## config.mk

```make
export PLATFORM = sky130hd
export DESIGN_NAME = bcc_clock_calendar
export DESIGN_NICKNAME = d
export VERILOG_FILES = /design/src/hdl/bcc_pkg.sv /design/src/hdl/bcc_pin_sync.sv /design/src/hdl/bcc_bcd_step.sv /design/src/hdl/bcc_clock_calendar.sv
export VERILOG_INCLUDE_DIRS = /design/src /design/src/hdl
export SDC_FILE = /design/constraint.sdc
export NUM_CORES = 1
export LEC_CHECK = 0
export BUFFER_PORTS_ARGS = -buffer_cell sky130_fd_sc_hd__clkbuf_2
export CORE_UTILIZATION = 40
export CTS_CLUSTER_SIZE = 28
export DETAILED_ROUTE_END_ITERATION = 7
export GPL_TIMING_DRIVEN = 1
export PLACE_DENSITY = 0.65
export SYNTH_ARGS = -nofsm -noshare
export SYNTH_HDL_FRONTEND = slang
export SYNTH_SLANG_ARGS = --single-unit
```

## constraint.sdc

```tcl
create_clock -name clk -period 8.1 [get_ports clk]
set_clock_uncertainty 0.1 [all_clocks]
set_input_delay 1.62 -clock clk [delete_from_list [all_inputs] [get_ports clk]]
set_output_delay 1.62 -clock clk [all_outputs]
set_load 0.02 [all_outputs]
```

## src/hdl/bcc_regs.svh

```systemverilog
// Register offsets, field positions, reset values and timing for the clock/calendar
`ifndef BCC_REGS_SVH
`define BCC_REGS_SVH

// ----------------------------------------
// Register offsets
// ----------------------------------------
`define BCC_ADDR_SEC 4'h0
`define BCC_ADDR_MIN 4'h1
`define BCC_ADDR_HOUR 4'h2
`define BCC_ADDR_WDAY 4'h3
`define BCC_ADDR_MDAY 4'h4
`define BCC_ADDR_MON 4'h5
`define BCC_ADDR_YEAR 4'h6
`define BCC_ADDR_ALM_FIRST 4'h7
`define BCC_ADDR_ALM_LAST 4'hD
`define BCC_ADDR_CTRL 4'hE
`define BCC_ADDR_STAT 4'hF

// ----------------------------------------
// Field positions
// ----------------------------------------
`define BCC_HR_FMT 6
`define BCC_HR_PM 5
`define BCC_MON_CENT 7
`define BCC_ALM_MASK 7
`define BCC_ALM_DAYSEL 6
`define BCC_STAT_OSF 7
`define BCC_STAT_A2F 1
`define BCC_STAT_A1F 0

// ----------------------------------------
// Reset values, write masks, limits
// ----------------------------------------
`define BCC_ZERO_RST 8'h00
`define BCC_ONE_RST 8'h01
`define BCC_CTRL_RST 8'h18
`define BCC_SEC_WMASK 8'h7F
`define BCC_HR_WMASK 8'h7F
`define BCC_WDAY_WMASK 8'h07
`define BCC_MDAY_WMASK 8'h3F
`define BCC_MON_WMASK 8'h9F
`define BCC_CTRL_WMASK 8'h9F
`define BCC_SEC_MAX 8'h59
`define BCC_WDAY_MAX 8'h07
`define BCC_MON_MAX 8'h12
`define BCC_YEAR_MAX 8'h99

// ----------------------------------------
// Timing
// ----------------------------------------
`define BCC_CLK_PERIOD_NS 4
`define BCC_OSC_TIMEOUT_NS 100000
`define BCC_XTAL_HZ 32768

`endif

```

## src/hdl/bcc_pkg.sv

```systemverilog
// Types shared by the clock/calendar design
package bcc_pkg;

    typedef struct packed {
        logic ptrLoad;
        logic wrStb;
        logic rdStb;
        logic [7:0] data;
    } bcc_host_req_t;

    typedef enum logic [1:0] {
        RATE_1HZ = 2'b00,
        RATE_4K = 2'b01,
        RATE_8K = 2'b10,
        RATE_32K = 2'b11
    } bcc_rate_t;

    typedef struct packed {
        logic crystalDisable;
        logic [1:0] unused;
        bcc_rate_t clockoutRate;
        logic pinRouteSelect;
        logic secondAlarmIrqEn;
        logic firstAlarmIrqEn;
    } bcc_ctrl_t;

endpackage

```

## src/hdl/bcc_pin_sync.sv

```systemverilog
// Three-stage synchroniser with agreement filter for an asynchronous pin
`timescale 1ns/1ps
module bcc_pin_sync (
    input wire logic clk,
    input wire logic rst,
    input wire logic pinIn,
    output logic level
);
    logic stage1;
    logic stage2;
    logic stage3;

    always_ff @(posedge clk or posedge rst) begin
        if (rst) begin
            stage1 <= 1'b0;
            stage2 <= 1'b0;
            stage3 <= 1'b0;
        end else begin
            stage1 <= pinIn;
            stage2 <= stage1;
            stage3 <= stage2;
        end
    end

    // Change accepted only once the last two stages agree
    always_ff @(posedge clk or posedge rst) begin
        if (rst) begin
            level <= 1'b0;
        end else if (stage2 == stage3) begin
            level <= stage3;
        end
    end
endmodule

```

## src/hdl/bcc_bcd_step.sv

```systemverilog
// One BCD field advanced by one, wrapping from a limit to a start value
`timescale 1ns/1ps
module bcc_bcd_step (
    input wire logic [7:0] cur,
    input wire logic [7:0] maxVal,
    input wire logic [7:0] minVal,
    output logic [7:0] next,
    output logic wrap
);
    always_comb begin
        wrap = (cur == maxVal);
        if (wrap) begin
            next = minVal;
        end else if (cur[3:0] >= 4'h9) begin
            next = {cur[7:4] + 4'h1, 4'h0};
        end else begin
            next = cur + 8'h01;
        end
    end
endmodule

```

## src/hdl/bcc_clock_calendar.sv

```systemverilog
// Clock/calendar core: BCD time counters, two alarms, pin routing, register port
`timescale 1ns/1ps
`include "bcc_regs.svh"

module bcc_clock_calendar #(
    parameter int XTAL_DIV = `BCC_XTAL_HZ,
    parameter int OSC_TIMEOUT_CYC = `BCC_OSC_TIMEOUT_NS / `BCC_CLK_PERIOD_NS
) (
    input wire logic clk,
    input wire logic rst,
    input wire logic crystalInputPin,
    input wire bcc_pkg::bcc_host_req_t hostReq,
    output logic [7:0] rdData,
    output logic rdValid,
    output logic irqOrClockoutPin,
    output logic secondIrqPinN
);
    localparam int PW = $clog2(XTAL_DIV);
    localparam int WW = $clog2(OSC_TIMEOUT_CYC + 1);
    localparam logic [PW-1:0] PRESCALE_TOP = PW'(XTAL_DIV - 1);
    localparam logic [WW-1:0] WATCH_TOP = WW'(OSC_TIMEOUT_CYC);

    logic [3:0] regPtr;
    logic [7:0] secCnt, minCnt, hrCnt, wdayCnt, mdayCnt, monCnt, yearCnt;
    logic [7:0] alarmReg [7];
    bcc_pkg::bcc_ctrl_t ctrl;
    logic crystal_fail_flag, a2f, a1f;
    logic xtalLevel, xtalPrev, xtalEdge;
    logic [PW-1:0] prescale;
    logic [WW-1:0] watchdog;
    logic oscFail, secTick, evalTick;
    logic hostWr, hostRd, timeWr, statWr;
    logic [7:0] fieldCur [6];
    logic [7:0] fieldMax [6];
    logic [7:0] fieldMin [6];
    logic [7:0] fieldNext [6];
    logic fieldWrap [6];
    logic [7:0] next_hr, daysInMonth, readMux;
    logic hrWrap, leapYear, minStep, hrStep, dayStep, monStep, yearStep;
    logic a1Set, a2Set, fout;

    // ----------------------------------------
    // Register port and pointer
    // ----------------------------------------
    assign hostWr = hostReq.wrStb & ~hostReq.ptrLoad;
    assign hostRd = hostReq.rdStb & ~hostReq.ptrLoad & ~hostReq.wrStb;
    assign timeWr = hostWr & (regPtr <= `BCC_ADDR_YEAR);
    assign statWr = hostWr & (regPtr == `BCC_ADDR_STAT);

    always_ff @(posedge clk or posedge rst) begin
        if (rst) begin
            regPtr <= `BCC_ADDR_SEC;
        end else if (hostReq.ptrLoad) begin
            regPtr <= hostReq.data[3:0];
        end else if (hostWr | hostRd) begin
            regPtr <= regPtr + 4'h1; // Four bits, so 0Fh rolls to 00h
        end
    end

    always_comb begin
        case (regPtr)
            `BCC_ADDR_SEC: readMux = secCnt;
            `BCC_ADDR_MIN: readMux = minCnt;
            `BCC_ADDR_HOUR: readMux = hrCnt;
            `BCC_ADDR_WDAY: readMux = wdayCnt;
            `BCC_ADDR_MDAY: readMux = mdayCnt;
            `BCC_ADDR_MON: readMux = monCnt;
            `BCC_ADDR_YEAR: readMux = yearCnt;
            `BCC_ADDR_CTRL: readMux = ctrl;
            `BCC_ADDR_STAT: readMux = {crystal_fail_flag, 5'h00, a2f, a1f};
            default: readMux = alarmReg[3'(regPtr - `BCC_ADDR_ALM_FIRST)];
        endcase
    end

    always_ff @(posedge clk or posedge rst) begin
        if (rst) begin
            rdData <= `BCC_ZERO_RST;
            rdValid <= 1'b0;
        end else begin
            rdValid <= hostRd;
            if (hostRd) begin
                rdData <= readMux;
            end
        end
    end

    // ----------------------------------------
    // Crystal time base and failure watch
    // ----------------------------------------
    bcc_pin_sync xtalSync (
        .clk(clk),
        .rst(rst),
        .pinIn(crystalInputPin),
        .level(xtalLevel)
    );

    always_ff @(posedge clk or posedge rst) begin
        if (rst) begin
            xtalPrev <= 1'b0;
        end else begin
            xtalPrev <= xtalLevel;
        end
    end

    // Disabled oscillator: edges are ignored, so time stops and fail shows
    assign xtalEdge = xtalLevel & ~xtalPrev & ~ctrl.crystalDisable;

    always_ff @(posedge clk or posedge rst) begin
        if (rst) begin
            watchdog <= '0;
        end else if (xtalEdge) begin
            watchdog <= '0;
        end else if (watchdog != WATCH_TOP) begin
            watchdog <= watchdog + 1'b1;
        end
    end
    assign oscFail = (watchdog == WATCH_TOP);

    // Time write restarts the divider so the 1 Hz output realigns
    always_ff @(posedge clk or posedge rst) begin
        if (rst) begin
            prescale <= '0;
        end else if (timeWr) begin
            prescale <= '0;
        end else if (xtalEdge) begin
            prescale <= (prescale == PRESCALE_TOP) ? '0 : prescale + 1'b1;
        end
    end
    assign secTick = xtalEdge & (prescale == PRESCALE_TOP) & ~timeWr;

    // ----------------------------------------
    // Calendar step logic
    // ----------------------------------------
    always_comb begin
        leapYear = yearCnt[4] ? (yearCnt[3:0] == 4'h2 || yearCnt[3:0] == 4'h6)
                              : (yearCnt[3:0] == 4'h0 || yearCnt[3:0] == 4'h4 || yearCnt[3:0] == 4'h8);
        case (monCnt[4:0])
            5'h02: daysInMonth = leapYear ? 8'h29 : 8'h28;
            5'h04, 5'h06, 5'h09, 5'h11: daysInMonth = 8'h30;
            default: daysInMonth = 8'h31;
        endcase
    end

    assign fieldCur[0] = secCnt;
    assign fieldCur[1] = minCnt;
    assign fieldCur[2] = wdayCnt;
    assign fieldCur[3] = mdayCnt;
    assign fieldCur[4] = {3'b000, monCnt[4:0]};
    assign fieldCur[5] = yearCnt;
    assign fieldMax[0] = `BCC_SEC_MAX;
    assign fieldMax[1] = `BCC_SEC_MAX;
    assign fieldMax[2] = `BCC_WDAY_MAX;
    assign fieldMax[3] = daysInMonth;
    assign fieldMax[4] = `BCC_MON_MAX;
    assign fieldMax[5] = `BCC_YEAR_MAX;
    assign fieldMin[0] = `BCC_ZERO_RST;
    assign fieldMin[1] = `BCC_ZERO_RST;
    assign fieldMin[2] = `BCC_ONE_RST;
    assign fieldMin[3] = `BCC_ONE_RST;
    assign fieldMin[4] = `BCC_ONE_RST;
    assign fieldMin[5] = `BCC_ZERO_RST;

    genvar gi;
    generate
        for (gi = 0; gi < 6; gi++) begin : gStep
            bcc_bcd_step stepper (
                .cur(fieldCur[gi]),
                .maxVal(fieldMax[gi]),
                .minVal(fieldMin[gi]),
                .next(fieldNext[gi]),
                .wrap(fieldWrap[gi])
            );
        end
    endgenerate

    always_comb begin
        next_hr = hrCnt;
        hrWrap = 1'b0;
        if (hrCnt[`BCC_HR_FMT]) begin
            if (hrCnt[4:0] == 5'h12) begin
                next_hr[4:0] = 5'h01;
            end else if (hrCnt[4:0] == 5'h11) begin
                next_hr[4:0] = 5'h12;
                next_hr[`BCC_HR_PM] = ~hrCnt[`BCC_HR_PM];
                hrWrap = hrCnt[`BCC_HR_PM];
            end else if (hrCnt[3:0] >= 4'h9) begin
                next_hr[4:0] = 5'h10;
            end else begin
                next_hr[3:0] = hrCnt[3:0] + 4'h1;
            end
        end else begin
            if (hrCnt[5:0] == 6'h23) begin
                next_hr[5:0] = 6'h00;
                hrWrap = 1'b1;
            end else if (hrCnt[3:0] >= 4'h9) begin
                next_hr[5:0] = {hrCnt[5:4] + 2'h1, 4'h0};
            end else begin
                next_hr[3:0] = hrCnt[3:0] + 4'h1;
            end
        end
    end

    assign minStep = secTick & fieldWrap[0];
    assign hrStep = minStep & fieldWrap[1];
    assign dayStep = hrStep & hrWrap;
    assign monStep = dayStep & fieldWrap[3];
    assign yearStep = monStep & fieldWrap[4];

    // ----------------------------------------
    // Time registers
    // ----------------------------------------
    always_ff @(posedge clk or posedge rst) begin
        if (rst) begin
            secCnt <= `BCC_ZERO_RST;
            minCnt <= `BCC_ZERO_RST;
            hrCnt <= `BCC_ZERO_RST; // 24-hour form
            wdayCnt <= `BCC_ONE_RST;
            mdayCnt <= `BCC_ONE_RST;
            monCnt <= `BCC_ONE_RST;
            yearCnt <= `BCC_ZERO_RST;
        end else if (timeWr) begin
            case (regPtr)
                `BCC_ADDR_SEC: secCnt <= hostReq.data & `BCC_SEC_WMASK;
                `BCC_ADDR_MIN: minCnt <= hostReq.data & `BCC_SEC_WMASK;
                `BCC_ADDR_HOUR: hrCnt <= hostReq.data & `BCC_HR_WMASK;
                `BCC_ADDR_WDAY: wdayCnt <= hostReq.data & `BCC_WDAY_WMASK;
                `BCC_ADDR_MDAY: mdayCnt <= hostReq.data & `BCC_MDAY_WMASK;
                `BCC_ADDR_MON: monCnt <= hostReq.data & `BCC_MON_WMASK;
                default: yearCnt <= hostReq.data;
            endcase
        end else if (secTick) begin
            secCnt <= fieldNext[0];
            if (minStep) begin
                minCnt <= fieldNext[1];
            end
            if (hrStep) begin
                hrCnt <= next_hr;
            end
            if (dayStep) begin
                wdayCnt <= fieldNext[2];
                mdayCnt <= fieldNext[3];
            end
            if (monStep) begin
                // Century flips only on the 99 to 00 roll, not on every new year
                monCnt <= {monCnt[`BCC_MON_CENT] ^ (yearStep & fieldWrap[5]), 2'b00, fieldNext[4][4:0]};
            end
            if (yearStep) begin
                yearCnt <= fieldNext[5];
            end
        end
    end

    // ----------------------------------------
    // Alarm and control registers
    // ----------------------------------------
    always_ff @(posedge clk or posedge rst) begin
        if (rst) begin
            for (int i = 0; i < 7; i++) begin
                alarmReg[i] <= `BCC_ZERO_RST;
            end
            ctrl <= bcc_pkg::bcc_ctrl_t'(`BCC_CTRL_RST); // Oscillator on
        end else if (hostWr) begin
            if (regPtr == `BCC_ADDR_CTRL) begin
                ctrl <= bcc_pkg::bcc_ctrl_t'(hostReq.data & `BCC_CTRL_WMASK);
            end else if (regPtr >= `BCC_ADDR_ALM_FIRST && regPtr <= `BCC_ADDR_ALM_LAST) begin
                alarmReg[3'(regPtr - `BCC_ADDR_ALM_FIRST)] <= hostReq.data;
            end
        end
    end

    // ----------------------------------------
    // Alarm comparison
    // ----------------------------------------
    function automatic logic dayHit(input logic [7:0] a, input logic [7:0] wd, input logic [7:0] md);
        if (a[`BCC_ALM_DAYSEL]) begin
            dayHit = (a[3:0] == wd[3:0]);
        end else begin
            dayHit = (a[5:0] == md[5:0]);
        end
    endfunction

    always_ff @(posedge clk or posedge rst) begin
        if (rst) begin
            evalTick <= 1'b0;
        end else begin
            evalTick <= secTick; // Compare against the freshly updated time
        end
    end

    // Month and year are never consulted
    assign a1Set = evalTick
        & (alarmReg[0][`BCC_ALM_MASK] | (alarmReg[0][6:0] == secCnt[6:0]))
        & (alarmReg[1][`BCC_ALM_MASK] | (alarmReg[1][6:0] == minCnt[6:0]))
        & (alarmReg[2][`BCC_ALM_MASK] | (alarmReg[2][5:0] == hrCnt[5:0]))
        & (alarmReg[3][`BCC_ALM_MASK] | dayHit(alarmReg[3], wdayCnt, mdayCnt));
    assign a2Set = evalTick & (secCnt == `BCC_ZERO_RST)
        & (alarmReg[4][`BCC_ALM_MASK] | (alarmReg[4][6:0] == minCnt[6:0]))
        & (alarmReg[5][`BCC_ALM_MASK] | (alarmReg[5][5:0] == hrCnt[5:0]))
        & (alarmReg[6][`BCC_ALM_MASK] | dayHit(alarmReg[6], wdayCnt, mdayCnt));

    // ----------------------------------------
    // Status flags: a set in the clear cycle wins
    // ----------------------------------------
    always_ff @(posedge clk or posedge rst) begin
        if (rst) begin
            crystal_fail_flag <= 1'b1;
            a2f <= 1'b0;
            a1f <= 1'b0;
        end else begin
            a1f <= a1Set | (a1f & ~(statWr & ~hostReq.data[`BCC_STAT_A1F]));
            a2f <= a2Set | (a2f & ~(statWr & ~hostReq.data[`BCC_STAT_A2F]));
            crystal_fail_flag <= oscFail | (crystal_fail_flag & ~(statWr & ~hostReq.data[`BCC_STAT_OSF]));
        end
    end

    // ----------------------------------------
    // Pin routing
    // ----------------------------------------
    always_comb begin
        case (ctrl.clockoutRate)
            bcc_pkg::RATE_32K: fout = xtalLevel & ~ctrl.crystalDisable;
            bcc_pkg::RATE_8K: fout = prescale[1];
            bcc_pkg::RATE_4K: fout = prescale[2];
            default: fout = prescale[PW-1];
        endcase
    end

    always_ff @(posedge clk or posedge rst) begin
        if (rst) begin
            irqOrClockoutPin <= 1'b1;
            secondIrqPinN <= 1'b1;
        end else if (ctrl.pinRouteSelect) begin
            irqOrClockoutPin <= ~(a2f & ctrl.secondAlarmIrqEn);
            secondIrqPinN <= ~(a1f & ctrl.firstAlarmIrqEn);
        end else begin
            irqOrClockoutPin <= fout;
            secondIrqPinN <= ~((a1f & ctrl.firstAlarmIrqEn) | (a2f & ctrl.secondAlarmIrqEn));
        end
    end

    // ----------------------------------------
    // Checks
    // ----------------------------------------
    chk_ptr_wrap: assert property (@(posedge clk) disable iff (rst)
        (hostWr && regPtr == 4'hF) |=> regPtr == 4'h0) else $error("pointer did not wrap");
    chk_sec_rollover: assert property (@(posedge clk) disable iff (rst)
        (secTick && secCnt == 8'h59) |=> secCnt == 8'h00 && minCnt != $past(minCnt))
        else $error("seconds rollover wrong");
    chk_weekday_wrap: assert property (@(posedge clk) disable iff (rst)
        (dayStep && wdayCnt == 8'h07) |=> wdayCnt == 8'h01) else $error("weekday did not wrap to 1");
    chk_century_toggle: assert property (@(posedge clk) disable iff (rst)
        (yearStep && yearCnt == 8'h99) |=> yearCnt == 8'h00 && monCnt[7] != $past(monCnt[7]))
        else $error("century bit not toggled");
    chk_century_keep: assert property (@(posedge clk) disable iff (rst)
        (yearStep && yearCnt != 8'h99) |=> monCnt[7] == $past(monCnt[7])) else $error("century bit changed early");
    chk_a1_every_sec: assert property (@(posedge clk) disable iff (rst)
        (secTick && alarmReg[0][7] && alarmReg[1][7] && alarmReg[2][7] && alarmReg[3][7]) |=> ##1 a1f)
        else $error("first alarm missed a second");
    chk_a2_at_zero: assert property (@(posedge clk) disable iff (rst)
        $rose(a2f) |-> secCnt == 8'h00 && $past(evalTick)) else $error("second alarm off second zero");
    chk_flag_clear: assert property (@(posedge clk) disable iff (rst)
        (statWr && !hostReq.data[0] && !a1Set) |=> !a1f) else $error("first alarm flag not cleared");
    chk_flag_noset: assert property (@(posedge clk) disable iff (rst)
        (!a1f && !a1Set) |=> !a1f) else $error("first alarm flag set by host");
    chk_osf_hold: assert property (@(posedge clk) disable iff (rst)
        oscFail |=> crystal_fail_flag) else $error("crystal fail flag not held");
    chk_route_irq: assert property (@(posedge clk) disable iff (rst)
        (ctrl.pinRouteSelect && a2f && ctrl.secondAlarmIrqEn) |=> !irqOrClockoutPin)
        else $error("shared pin not asserted");
    chk_route_fout: assert property (@(posedge clk) disable iff (rst)
        !ctrl.pinRouteSelect |=> irqOrClockoutPin == $past(fout)) else $error("clock output not routed");
endmodule

```

# After elaboration in Yosys (flattened, before gate mapping)
# Cells that the tools add are included.
[classes]
reduce_logical = 32
addsub = 18
n_eq_ne = 52
magnitude_cmp = 12
bitwise_logic = 62
n_mux = 74
[op_table]
columns = ["operator", "count"]
rows = [
  ["2-to-1 mux 8 bit", 38],
  ["2-to-1 mux 15 bit", 5],
  ["case mux 8 bit (9 select lines)", 1],
  ["bitwise mux 56 bit", 1],
  ["adder 8 x 1 -> 8 bit, second input constant", 5],
  ["AND 1 bit", 32],
  ["greater-or-equal comparator 4 bit, second input constant", 8],
  ["adder 15 x 1 -> 15 bit, second input constant", 2],
  ["equality test 15 bit, second input constant", 2],
  ["adder 4 x 1 -> 4 bit, second input constant", 7],
  ["binary-select mux 8 bit (select 3 bit)", 1],
  ["demux 8 bit (select 3 bit)", 1],
  ["equality test 6 bit", 4],
  ["2-to-1 mux 6 bit", 4],
  ["equality test 7 bit", 3],
  ["AND reduction 3 bit", 7],
  ["equality test 4 x 3 -> 1 bit, second input constant", 5],
  ["equality test 5 bit, second input constant", 4],
  ["2-to-1 mux 5 bit", 4],
  ["nonzero test 2 bit", 9],
  ["equality test 8 x 7 -> 1 bit, second input constant", 2],
  ["NOT 1 bit", 16],
  ["!= test 15 bit, second input constant", 1],
  ["2-to-1 mux 1 bit", 13],
  ["other kinds (44)", 75],
]
[word_totals]
word_cells = 288
output_inout_bits = 11
regBits = 172
in_bits = 14

# Longest topological paths before layout
# Gate-level depths: netlist of run 1.
[logic_depth]
depth_word = 15
mapped_depth = 12
ltp_nobuf = 8

# Cells and area by module
# A second synthesis of run 1 with hierarchy kept.
[hier_totals]
cells_unflattened = 1181
hier_area_um2 = 11772.5
[by_module_without_submodules]
columns = ["mod", "instances", "area_each_um2", "cells_each"]
rows = [
  ["bcc_clock_calendar", 1, 9285.2, 905],
  ["bcc_bcd_step", 6, 395.4, 45],
  ["bcc_pin_sync", 1, 115.1, 6],
]

# Worst setup path before layout of run 1
# No wires, ideal clock.
[synth_path]
path_kind = "input-to-reg"
from = "input hostReq[9] (netlist name)"
to = "register secCnt[7]"
path_buffers = 2
arrival_ns = 2.982
path_slack_ns = 4.889
setup_ns = 0.129
path_stages = 8
required_ns = 7.871
path_cell_list = "nor3b_2 > and2_1 > buf_2 > nor4_1 > nor2_1 > clkbuf_1 > o21ai_0 > o41ai_1"
[synth_between]
elab_chain_cells = 6
[synth_rtl]
columns = ["item", "line_no", "rtl"]
rows = [
  ["start: declaration", "bcc_clock_calendar.sv:12", "input wire bcc_pkg::bcc_host_req_t hostReq,"],
  ["AND 1 bit", "bcc_clock_calendar.sv:45", "assign hostWr = hostReq.wrStb & ~hostReq.ptrLoad;"],
  ["AND 1 bit", "bcc_clock_calendar.sv:47", "assign timeWr = hostWr & (regPtr <= `BCC_ADDR_YEAR);"],
  ["NOT 1 bit", "bcc_clock_calendar.sv:129", "assign secTick = xtalEdge & (prescale == PRESCALE_TOP) & ~timeWr;"],
  ["AND 1 bit", "bcc_clock_calendar.sv:129", ""],
  ["named net secTick", "bcc_clock_calendar.sv:31", "logic oscFail, secTick, evalTick;"],
  ["nonzero test 2 bit (no source line)", "n/a", ""],
  ["AND reduction 2 bit (no source line)", "n/a", ""],
  ["end signal: assignment", "bcc_clock_calendar.sv:214", "secCnt <= `BCC_ZERO_RST;"],
  ["end signal: assignment", "bcc_clock_calendar.sv:223", "`BCC_ADDR_SEC: secCnt <= hostReq.data & `BCC_SEC_WMASK;"],
  ["end signal: assignment", "bcc_clock_calendar.sv:232", "secCnt <= fieldNext[0];"],
  ["end: declaration", "bcc_clock_calendar.sv:24", "logic [7:0] secCnt, minCnt, hrCnt, wdayCnt, mdayCnt, monCnt, yearCnt;"],
]
# The timed path passes the listed nets, and every way through them passes these cells.
# A chain may end at the register's enable or synchronous reset.

# Worst setup path in the final report of run 1
[layout_path]
from = "register regPtr[0]"
to = "register minCnt[2]"
[layout_between]
elab_chain_cells = 7
[layout_rtl]
columns = ["item", "line_no", "rtl"]
rows = [
  ["start: declaration", "bcc_clock_calendar.sv:23", "logic [3:0] regPtr;"],
  ["start signal: assignment", "bcc_clock_calendar.sv:52", "regPtr <= `BCC_ADDR_SEC;"],
  ["start signal: assignment", "bcc_clock_calendar.sv:54", "regPtr <= hostReq.data[3:0];"],
  ["start signal: assignment", "bcc_clock_calendar.sv:56", "regPtr <= regPtr + 4'h1;"],
  ["<= comparator 4 x 3 -> 1 bit (no source line)", "n/a", ""],
  ["AND 1 bit", "bcc_clock_calendar.sv:47", ""],
  ["NOT 1 bit", "bcc_clock_calendar.sv:129", ""],
  ["AND 1 bit", "bcc_clock_calendar.sv:129", ""],
  ["AND 1 bit", "bcc_clock_calendar.sv:203", "assign minStep = secTick & fieldWrap[0];"],
  ["nonzero test 2 bit (no source line)", "n/a", ""],
  ["AND reduction 3 bit (no source line)", "n/a", ""],
  ["end signal: assignment", "bcc_clock_calendar.sv:215", "minCnt <= `BCC_ZERO_RST;"],
  ["end signal: assignment", "bcc_clock_calendar.sv:224", "`BCC_ADDR_MIN: minCnt <= hostReq.data & `BCC_SEC_WMASK;"],
  ["end signal: assignment", "bcc_clock_calendar.sv:234", "minCnt <= fieldNext[1];"],
  ["end: declaration", "bcc_clock_calendar.sv:24", ""],
]
# Several ways; a longest one is shown, not always the timed one.

==> summary.txt, run 1 <==
STA
  • Final slew viol count: 0
  • Setup repair after global routing missed its margin: no
  • Fmax: 235 MHz
  • Minimum clock period after layout: 4.26 ns
  • Final hold viol count: 0
  • Slew headroom: between 10% and 20%
  • Setup TNS after final layout: 0 ns
  • Tcrit/Tclk final: 52.5%
  • Final setup violation count: 0
  • Tightest Pin Transition: 1.22 ns

Clock network
  • Clk root buf: clkbuf_16
  • Hold Buf Count CTS: 0
  • Clk_lat worst skew: roughly 0.44 ns
  • # Post-CTS Setup Buffers: 0
  • H-tree levels: 4
  • # resized after CTS: 0
  • Clock Sinks: 169
  • Inserted Clock Buffers: 17
  • CTS max path bufs: 2
  • TritonCTS clock tree: yes
  • Reg clk slew, reported paths: 0.08 ns

Floorplan
  • # rows: 59
  • IO Count: 25
  • Total core area: between 0.02 and 0.03 mm²
  • Die height: around 160 µm
  • Die area: roughly 0.027 mm²
  • Die Wd: 164 µm
  • Starting Density: approximately 40%

Global route
  • Initial antenna violation count: 0
  • Vias in the first global route: slightly above 8,000
  • Met3 Use GR: 4.70%
  • Largest net degree at the start of global routing: between 100 and 150
  • First-pass GRT wire length: 48.8 mm
  • GRT Max-Usage Layer: met2
  • Met1 Usage GRT: 34.4%
  • M2 GR Usage: 36.6%
  • Grt ovf: 0
  • GRT Total Usage: 24.2%

Route
  • Via count: between 8,000 and 9,000
  • Drt wl/cell: approximately 22 µm
  • Vias/cell: 6.11
  • Routed WL: around 31 mm
  • DR iter-0 viols: approximately 1,100
  • Final ANT Viol Nets: 0
  • Remaining routing DRC violations: 0
  • First-pass detailed-route iteration total: 8

Place
  • Dpl cell area: 0.0108 mm²
  • PortBufs: 24
  • Post-DP HPWL: about 22 mm
  • Gp weighted congestion: 0.986

Logic synthesis
  • Post-synth cell types: 84
  • Syn avg cell area: 9.62 µm²
  • Number of synthesized flops with an enable pin: 0
  • Post-synth top area cell: dfrtp_1
  • Mux contribution to synthesized area: 10.1%
  • Gate Count Post-Synth: ~1,100
  • Mapped Nets: 1,151
  • Yosys warnings: 0
  • Synth Area in Adders: 5.21%
  • Asr flop ratio synth: between 90% and 100%
  • Commonest cells in the netlist: dfrtp_1 (161), nor2_1 (89), nand2_1 (81), mux2_2 (69), o21ai_0 (60)
  • Mapped cell area: between 0.01 and 0.015 mm²
  • Simple-gate share of the synthesized area: between 10% and 20%
  • Most frequent cell after synthesis: dfrtp_1
  • Yosys reg bits: about 170
  • Synth area leaders: dfrtp_1 (38%), mux2_2 (7.4%), ha_1 (5.1%)
  • Synth Flop Type: dfrtp_1
  • Synth Area in XOR/XNOR: under 10%
  • Compound-cell area share of the yosys netlist: around 16%
  • Post-synthesis sequential area ratio: 40.3%
  • Main combinational cell family by area after synthesis: simple AND/OR/NAND/NOR gates
  • Post-synth top area share: 38.3%

Cells and area
  • Fillers: approximately 2,400
  • Layout cell share with drive strength beyond 1: roughly 16%
  • Post-route cell area: 0.0114 mm²
  • Reg area: roughly 0.0042 mm²
  • Antenna Cells: 0
  • Final nets: about 1,100
  • Multi-input gate area: 0.00582 mm²
  • Syn-to-layout area delta: 8.68%

Flow run
  • Max Cap Viol: 0

Worst setup path
  • Critical path arrival: about 4.5 ns
  • Worst Setup End Kind: flip-flop
  • Worst endpoint required time: 8.34 ns
  • Crit path max fanout: 37
  • Startpoint type of the worst setup path: flip-flop
  • CP Class: reg -> reg

Run status
  • Status: finished, final reports clean

Power
  • Pwr dens: between 300 and 400 mW/mm²
  • VDD IR max: approximately 0.14 mV
  • Pleak: around 4.9 nW

Min path
  • Hold Crit Class: reg -> reg
## worst paths after layout
| check | startpoint | endpoint | slack [ns] | depth (start not counted) |
|---|---|---|---|---|
| max | regPtr[0] | minCnt[2] | 3.84 | 9 |
| min | xtalSync.stage1 | xtalSync.stage2 | 0.26 | 0 |
| max reg2reg | regPtr[0] | minCnt[2] | 3.84 | 9 |
| min reg2reg | xtalSync.stage1 | xtalSync.stage2 | 0.26 | 0 |
| max in group asynchronous | rst | mdayCnt[7] | 5.19 | 3 |
| min in group asynchronous | rst | alarmReg[52] | 1.25 | 2 |
## through the flow
step                      setup slack [ns]  hold WS, ns  utilization (%)  power [mW]  cells
final                                 3.84        0.262             44.1        3.59   1417
after global routing                  3.41        0.283             44.1        3.79   1417
after CTS                             4.04        0.271             44.1        3.57   1417
after detailed placement              4.06        0.253             41.8        2.69   1385
after global placement                4.19        0.234             41.8        2.66   1385
after floorplan                       1.82        0.231                -        2.30   1094
## kinds of logic (layout without fill, tap and decap cells)
kind of cell             count (synthesis)  count (layout)
XOR/XNOR                                82              82
flip-flops                             169             169
multiplexers                            86              86
AO/OA/AOI/OAI                          245             245
buffers and inverters                  120             108
AND/OR/NAND/NOR                        348             348
adder cells (fa/ha/maj)                 44              44
## area by class of cell
cell class                      instances  area share, %
Multi-Input combinational cell        805           50.9
Sequential cell                       169           37.1
Clock buffer                           18           3.84
Tap cell                              335           3.66
Inverter                               46           1.55
Clock inverter                         14           1.54
Timing Repair Buffer                   30           1.44
## flip-flops by register name (all words and copies together) (netlist names), 4 cells and up
register,flops
hrCnt,7
minCnt,8
watchdog,15
yearCnt,8
ctrl,6
monCnt,6
secCnt,8
alarmReg,56
rdData,8
mdayCnt,8
regPtr,4
prescale,15
wdayCnt,8
## critical path, cell delays in order (launching register included)
cell      delay [ns]
dfrtp_1         0.84
inv_1           0.33
ha_1            0.62
nand3b_1        0.39
and2_1          0.19
buf_4           0.26
and3_1          0.22
a31oi_1         0.82
o21ai_0         0.24
o21ai_0         0.13
## routing by layer
metal / vias up / wire (µm)
li1: 3930 / -
met1: 4300 / 13600
met2: 378 / 13900
met3: 48 / 3050
met4: 0 / 727
met5: - / 0
## power breakdown
| group | switching (mW) | internal (mW) |
|---|---|---|
| registers | 0.458 | 1.10 |
| logic | 0.594 | 0.565 |
| clock network | 0.392 | 0.478 |
## cell usage in the layout (no fill, tap or decap), types with 11 or more instances in the layout
cell type  count
nand2_1       81
o21ai_0       60
clkbuf_16     17
nor4_1        11
clkbuf_2      24
nand3_1       41
nor2_1        89
xor2_1        41
xnor2_1       41
a21oi_1       46
a221oi_1      12
o221ai_1      12
mux2_2        69
dfrtp_1      161
and3_1        14
nor3_1        20
inv_1         44
nand4_1       24
ha_1          43
a31oi_1       13
Note: power is estimated with default switching activity, not from simulation.
==> run 2: changes to the inputs <==
==> constraint.sdc (replaced) <==
create_clock -name clk -period 4.35 [get_ports clk]
set_clock_uncertainty 0.1 [all_clocks]
set_input_delay 0.87 -clock clk [delete_from_list [all_inputs] [get_ports clk]]
set_output_delay 0.87 -clock clk [all_outputs]
set_load 0.02 [all_outputs]
==> run 2 against run 1 <==
  * Setup slack lost 2.8 ns
  * Combinational power grew 86%
  * Highest routed layer unchanged
  * Worst hold slack lost 0.012 ns
  * Cell count grew 0.78%
==> summary.txt, run 2 (synthesized netlist as in run 1, its figures left out) <==
Min path
  • HP Start: xtalSync.stage1
  • Hold Crit Class: reg -> reg
  • Hold path depth: 0 (unchanged)
  • Worst Hold Path EP: xtalSync.stage2

Floorplan
  • Die area: 0.0270 mm² (unchanged)
  • Starting Density: 40.6% (unchanged)
  • Die height: 164 µm (unchanged)
  • # rows: 59 (unchanged)
  • Die Wd: 164 µm (unchanged)
  • Total core area: 0.0259 mm² (unchanged)
  • IO Count: 25 (unchanged)

Worst setup path
  • Slowest cell on the critical path: nor4_1
  • Crit-path leading delay family: simple AND/OR/NAND/NOR gates
  • Crit path max fanout: 21 (-43%)
  • Top cell by count, worst path: buf_4
  • Max stage delay on crit path: 0.52 ns (-0.32 ns)
  • Worst path cell trace: buf_4, inv_1, ha_1, nand3b_1, and2_1, buf_4, nor4_1, nor2_1, a221oi_1, a21oi_1
  • Worst Setup End Kind: flip-flop
  • CP Class: reg -> reg
  • Reg2reg end: secCnt[3]
  • Buffers & Inverters on Critical Path: 3 (+1)
  • Worst endpoint required time: 4.55 ns (-3.79 ns)
  • Reg2Reg Setup Slack: 1.02 ns (-2.83 ns)
  • Critical path arrival: 3.54 ns (-0.96 ns)
  • Startpoint type of the worst setup path: flip-flop
  • RR Startpoint: regPtr[0]
  • Cells on worst reg2reg path: 10 (+1)

Route
  • Via count: 8,746 (+1.0%)
  • Final ANT Viol Nets: 0 (unchanged)
  • DR iter-0 viols: 910 (-14%)
  • First-pass detailed-route iteration total: 7 (-1)
  • Drt wl/cell: 22.1 µm (about the same)
  • Remaining routing DRC violations: 0 (unchanged)
  • Routed WL: 31.6 mm (+0.81%)
  • Vias/cell: 6.12 (+0.26%)

Cells and area
  • Reg area: 0.00424 mm² (unchanged)
  • Most common cell after layout, fill and taps aside: dfrtp_1
  • Leading registers by flop count: alarmReg (56), prescale (15), watchdog (15)
  • Largest register FFs: 56 (unchanged)
  • Fillers: 2,459 (+0.82%)
  • Largest Register: alarmReg
  • Multi-input gate area: 0.00582 mm² (unchanged)
  • Syn-to-layout area delta: 9.96%
  • Post-route cell area: 0.0116 mm² (+1.2%)
  • Layout cell share with drive strength beyond 1: 16.2% (+0.68 points)
  • Most frequent cells in the layout: dfrtp_1 (161), nor2_1 (89), nand2_1 (81), mux2_2 (69), o21ai_0 (60)
  • Final nets: 1,136 (+0.89%)
  • Layout Utilization: 44.7% (+0.52 points)

Power
  • VDD IR max: 0.294 mV (+120%)
  • Combinational power share: 31.9% (-0.4 points)
  • Switching part of the total: 39.6% (-0.70 points)
  • Net Switching: 2.69 mW (+86%)
  • Pwr dens: 587 mW/mm² (+87%)
  • Pleak: 5.00 nW (+1.4%)
  • Clk pwr share: 25.1% (+0.8 points)
  • Pint: 4.11 mW (+92%)
  • Register share of total power: 43.1% (-0.3 points)

Clock network
  • Clock Sinks: 169 (unchanged)
  • H-tree levels: 4 (unchanged)
  • Clk_lat worst skew: 0.44 ns (about the same)
  • Clk root buf: clkbuf_16
  • Reg clk slew, reported paths: 0.08 ns (about the same)
  • # Post-CTS Setup Buffers: 0 (unchanged)
  • CTS max path bufs: 2 (unchanged)
  • Hold Buf Count CTS: 0 (unchanged)
  • Inserted Clock Buffers: 17 (unchanged)
  • TritonCTS clock tree: yes
  • # resized after CTS: 0 (unchanged)

STA
  • Setup repair after global routing missed its margin: no
  • Fmax: 300 MHz (+28%)
  • Final slew viol count: 0 (unchanged)
  • Slew headroom: 27.0% (+8.9 points)
  • Final setup violation count: 0 (unchanged)
  • Final hold viol count: 0 (unchanged)
  • Minimum clock period after layout: 3.33 ns (-0.923 ns)
  • Tightest Pin Transition: 1.09 ns (-0.128 ns)
  • Tcrit/Tclk final: 76.6% (+24 points)
  • Setup TNS after final layout: 0 ns (unchanged)

Global route
  • Grt ovf: 0 (unchanged)
  • Largest net degree at the start of global routing: 86 (-16%)
  • First-pass GRT wire length: 48.8 mm (about the same)
  • Initial antenna violation count: 1 (+1)
  • Vias in the first global route: 8,239 (+1.1%)
  • GRT Total Usage: 24.2% (+0.069 points)

Run status
  • Status: finished, final reports clean

Flow run
  • Max Cap Viol: 0 (unchanged)

Place
  • Post-DP HPWL: 22.2 mm (+2.7%)
  • PortBufs: 24 (unchanged)
  • Gp weighted congestion: 0.950 (-3.7%)
  • Dpl cell area: 0.0109 mm² (+0.91%)
[run 2: worst reg2reg max path, cell delays in order (launching register included)]
cell,delay [ns]
dfrtp_1,0.33
buf_4,0.27
inv_1,0.19
ha_1,0.40
nand3b_1,0.32
and2_1,0.20
buf_4,0.20
nor4_1,0.53
nor2_1,0.31
a221oi_1,0.29
a21oi_1,0.07
[run 2: routing by layer]
layer / routed length (µm) / GRT usage [%] / up-vias
li1: - / - / 3951
met1: 13800 / 34.1 / 4285
met2: 13800 / 35.2 / 413
met3: 2690 / 4.92 / 97
met4: 1310 / 11.8 / 0
met5: 0 / 0 / -
[run 2: layout make-up]
| type | instances | share of cell area, % |
|---|---|---|
| Clock buffer | 19 | 3.83 |
| Inverter | 46 | 1.52 |
| Sequential cell | 169 | 36.6 |
| Multi-Input combinational cell | 805 | 50.3 |
| Timing Repair Buffer | 40 | 2.29 |
| Tap cell | 335 | 3.62 |
| Antenna cell | 1 | 0.0216 |
| Clock inverter | 13 | 1.78 |
[run 2: power by group through the flow]
| stage | combinational (mW) | sequential (mW) | clock (mW) |
|---|---|---|---|
| after floorplan | 1.82 | 2.46 | 0 |
| after global placement | 2.09 | 2.90 | 0 |
| after detailed placement | 2.13 | 2.91 | 0 |
| after CTS | 2.15 | 2.89 | 1.73 |
| after global routing | 2.40 | 2.97 | 1.80 |
| final | 2.16 | 2.92 | 1.70 |
[run 2: stage by stage]
stage / hold WS [ns] / total power, mW / instances / setup WS (ns)
4_1_cts: 0.251 / 6.76 / 1427 / 1.05
5_1_grt: 0.274 / 7.17 / 1427 / 0.765
3_3_place_gp: 0.237 / 4.99 / 1395 / 1.09
6_report: 0.249 / 6.79 / 1428 / 1.02
3_5_place_dp: 0.235 / 5.04 / 1395 / 1.06
2_1_floorplan: 0.231 / 4.29 / 1094 / 1.23
[run 2: worst max path at each step]
| stage | startpoint | endpoint | cells past startpoint | slack [ns] |
|---|---|---|---|---|
| floorplan | rst | a1f | 1 | 1.23 |
| global placement | regPtr[0] | rdData[7] | 9 | 1.09 |
| detailed placement | regPtr[0] | rdData[7] | 9 | 1.06 |
| CTS | regPtr[0] | rdData[7] | 9 | 1.05 |
| global route | regPtr[0] | secCnt[2] | 10 | 0.77 |
| finish | regPtr[0] | secCnt[3] | 10 | 1.02 |
==> run 3: changes to the inputs <==
--- a/config.mk
+++ b/config.mk
@@ -6,6 +6,7 @@
 export SDC_FILE = /design/constraint.sdc
 export NUM_CORES = 1
 export LEC_CHECK = 0
+export ABC_AREA = 1
 export BUFFER_PORTS_ARGS = -buffer_cell sky130_fd_sc_hd__clkbuf_2
 export CORE_UTILIZATION = 40
 export CTS_CLUSTER_SIZE = 28
==> constraint.sdc (replaced) <==
create_clock -name clk -period 3.1 [get_ports clk]
set_clock_uncertainty 0.1 [all_clocks]
set_input_delay 0.62 -clock clk [delete_from_list [all_inputs] [get_ports clk]]
set_output_delay 0.62 -clock clk [all_outputs]
set_load 0.02 [all_outputs]
==> run 3 against run 2 <==
  * Combinational power up 80%
  * Setup slack worse by 0.75 ns
  * Clock-buffer cell count unchanged
  * Global-route usage up 1.8 points
  * Via count up 11%
  * Clock power up 24%
  * Critical path type unchanged
  * Largest power group unchanged
==> summary.txt, run 3 <==
Run status
  • Status: finished, final reports clean

Cells and area
  • Largest register FFs: 56 (unchanged)
  • Leading registers by flop count: alarmReg (56), prescale (15), watchdog (15)
  • Post-route cell area: 0.0116 mm² (+0.12%)
  • Most common cell after layout, fill and taps aside: nand2_1
  • Most frequent cells in the layout: nand2_1 (310), dfrtp_1 (161), inv_1 (155), o21ai_0 (147), nor2_1 (102)
  • Fillers: 2,658 (+8.1%)
  • Antenna Cells: 0 (-1)
  • Largest Register: alarmReg
  • Reg area: 0.00424 mm² (unchanged)
  • Final nets: 1,455 (+28%)
  • Multi-input gate area: 0.00550 mm² (-5.5%)
  • Layout cell share with drive strength beyond 1: 8.86% (-7.3 points)
  • Layout Utilization: 44.6% (-0.074 points)
  • Syn-to-layout area delta: 9.56%

Route
  • Remaining routing DRC violations: 0 (unchanged)
  • Total length of routed met3 wires: 2.21 mm (-18%)
  • Via count: 9,734 (+11%)
  • Vias/cell: 5.58 (-9.0%)
  • Final ANT Viol Nets: 0 (unchanged)
  • Drt wl/cell: 19.4 µm (-12%)
  • Routed WL: 33.8 mm (+7.1%)
  • Max layer used: met4
  • DR iter-0 viols: 888 (-2.4%)
  • First-pass detailed-route iteration total: 6 (-1)
  • Metal-1 WL: 15.3 mm (+10%)
  • Met2 wire length: 15.2 mm (+11%)

Logic synthesis
  • Yosys reg bits: 169 (unchanged)
  • Mapped cell area: 0.0106 mm² (+0.49%)
  • Syn avg cell area: 7.63 µm² (-21%)
  • Commonest cells in the netlist: nand2_1 (310), dfrtp_1 (161), inv_1 (156), o21ai_0 (147), nor2_1 (102)
  • Post-synthesis sequential area ratio: 40.1% (-0.20 points)
  • Post-synth top area share: 38.1% (-0.19 points)
  • Synth Flop Type: dfrtp_1
  • Most frequent cell after synthesis: nand2_1
  • Gate Count Post-Synth: 1,386 (+27%)
  • Post-synth top area cell: dfrtp_1
  • Asr flop ratio synth: 100% (unchanged)
  • Mapped Nets: 1,443 (+25%)
  • Synth area leaders: dfrtp_1 (38%), nand2_1 (11%), o21ai_0 (7.0%)
  • Yosys warnings: 0 (unchanged)
  • Number of synthesized flops with an enable pin: 0 (unchanged)
  • Post-synth cell types: 61 (-27%)

Power
  • Pleak: 5.33 nW (+6.6%)
  • VDD IR max: 0.435 mV (+48%)
  • Total power: 10.1 mW (+49%)
  • Pwr dens: 874 mW/mm² (+49%)

Floorplan
  • Die Wd: 165 µm (+0.24%)
  • # rows: 59 (unchanged)
  • IO Count: 25 (unchanged)
  • Starting Density: 40.7% (+0.082 points)
  • Die height: 165 µm (+0.24%)
  • Total core area: 0.0260 mm² (+0.28%)
  • Die area: 0.0271 mm² (+0.48%)

Clock network
  • Inserted Clock Buffers: 17 (unchanged)
  • TritonCTS clock tree: yes
  • # Post-CTS Setup Buffers: 0 (unchanged)
  • Reg clk slew, reported paths: 0.07 ns (about the same)
  • # resized after CTS: 0 (unchanged)
  • CTS max path bufs: 2 (unchanged)
  • Clock Sinks: 169 (unchanged)
  • Clk_lat worst skew: 0.45 ns (about the same)
  • Clk root buf: clkbuf_16
  • H-tree levels: 4 (unchanged)
  • Hold Buf Count CTS: 0 (unchanged)

Place
  • Post-DP HPWL: 25.3 mm (+14%)
  • Dpl cell area: 0.0110 mm² (+0.94%)
  • Gp weighted congestion: 1.00 (+5.5%)
  • PortBufs: 24 (unchanged)

Global route
  • Largest net degree at the start of global routing: 58 (-33%)
  • Vias in the first global route: 9,191 (+12%)
  • Initial antenna violation count: 0 (-1)
  • GRT Total Usage: 26.0% (+1.8 points)
  • First-pass GRT wire length: 52.8 mm (+8.2%)
  • Grt ovf: 0 (unchanged)

STA
  • Slew headroom: 54.6% (+28 points)
  • Tcrit/Tclk final: 91.4% (+15 points)
  • Fmax: 353 MHz (+18%)
  • Final setup violation count: 0 (unchanged)
  • Final slew viol count: 0 (unchanged)
  • Setup repair after global routing missed its margin: no
  • Minimum clock period after layout: 2.83 ns (-0.498 ns)
  • Setup TNS after final layout: 0 ns (unchanged)
  • Final hold viol count: 0 (unchanged)
  • Tightest Pin Transition: 0.680 ns (-0.407 ns)

Min path
  • Hold Crit Class: in -> async

Worst setup path
  • CP Class: reg -> reg
  • Worst Setup End Kind: flip-flop
  • Cells on worst reg2reg path: 10 (unchanged)
  • Startpoint type of the worst setup path: flip-flop
  • Worst endpoint required time: 3.33 ns (-1.22 ns)
  • Critical path arrival: 3.07 ns (-0.47 ns)
  • Crit path max fanout: 27 (+29%)

Flow run
  • Max Cap Viol: 0 (unchanged)
-- run 3: cell count changes after synthesis, sizes merged, moves of 14 or more --
cell    delta
a21oi     +24
and3      -14
clkbuf    -29
inv      +117
mux2      -69
nand2    +237
nand3     +33
nor2      +21
nor3      +17
o21ai    +103
o22ai     +20
xnor2     -16
xor2      -14
-- run 3: final timing paths --
kind                            startpoint               to  slack, ns
setup / recovery                 regPtr[0]        rdData[7]       0.27
hold / removal                         rst      watchdog[2]       0.16
setup reg to reg                 regPtr[0]        rdData[7]       0.27
hold reg to reg            xtalSync.stage1  xtalSync.stage2       0.26
max in group asynchronous              rst        monCnt[0]       1.99
min in group clk           crystalInputPin  xtalSync.stage1       0.18
-- run 3: per-stage QoR --
step	cells	worst slack (ns)	hold slack [ns]
after global routing	1746	0.0612	0.181
after global placement	1714	0.321	0.249
after detailed placement	1714	0.335	0.248
after floorplan	1386	0.232	0.231
after CTS	1746	0.313	0.179
final	1746	0.266	0.160
-- run 3: logic make-up after synthesis --
group | count (synthesis) | synth area share [%]
adder cells (fa/ha/maj) | 44 | 5.18
flip-flops | 169 | 40.1
AO/OA/AOI/OAI | 324 | 17.9
multiplexers | 1 | 0.0946
buffers and inverters | 206 | 7.89
XOR/XNOR | 52 | 4.31
AND/OR/NAND/NOR | 590 | 24.6
-- run 3: power breakdown --
part           internal, mW  total (mW)  switching, mW
logic                  1.46        3.88           2.42
registers              3.00        4.14           1.14
clock network          1.09        2.10           1.02
-- run 3: area by class of cell --
cell class                 count  area share [%]
inverter                     163            5.31
sequential                   169            36.6
clock inverter                13           0.950
tap                          335            3.62
timing repair buffer          36            2.14
multi-input combinational   1011            47.5
clock buffer                  19            3.91
-- run 3: worst max-delay path, cell delays in order, from the launching register on --
cell and delay, ns:
dfrtp_1 0.38, buf_4 0.22, ha_1 0.29, nand2_1 0.30
nand4_1 0.15, nor2_1 0.19, nand3_1 0.42, a221oi_1 0.35
o21ai_0 0.18, nand2_1 0.09, nand2_1 0.05
-- run 3: layer usage --
layer	global-route usage, %	vias to the layer above
li1	-	4682
met1	35.5	4602
met2	41.1	377
met3	4.62	73
met4	9.72	0
met5	0	-
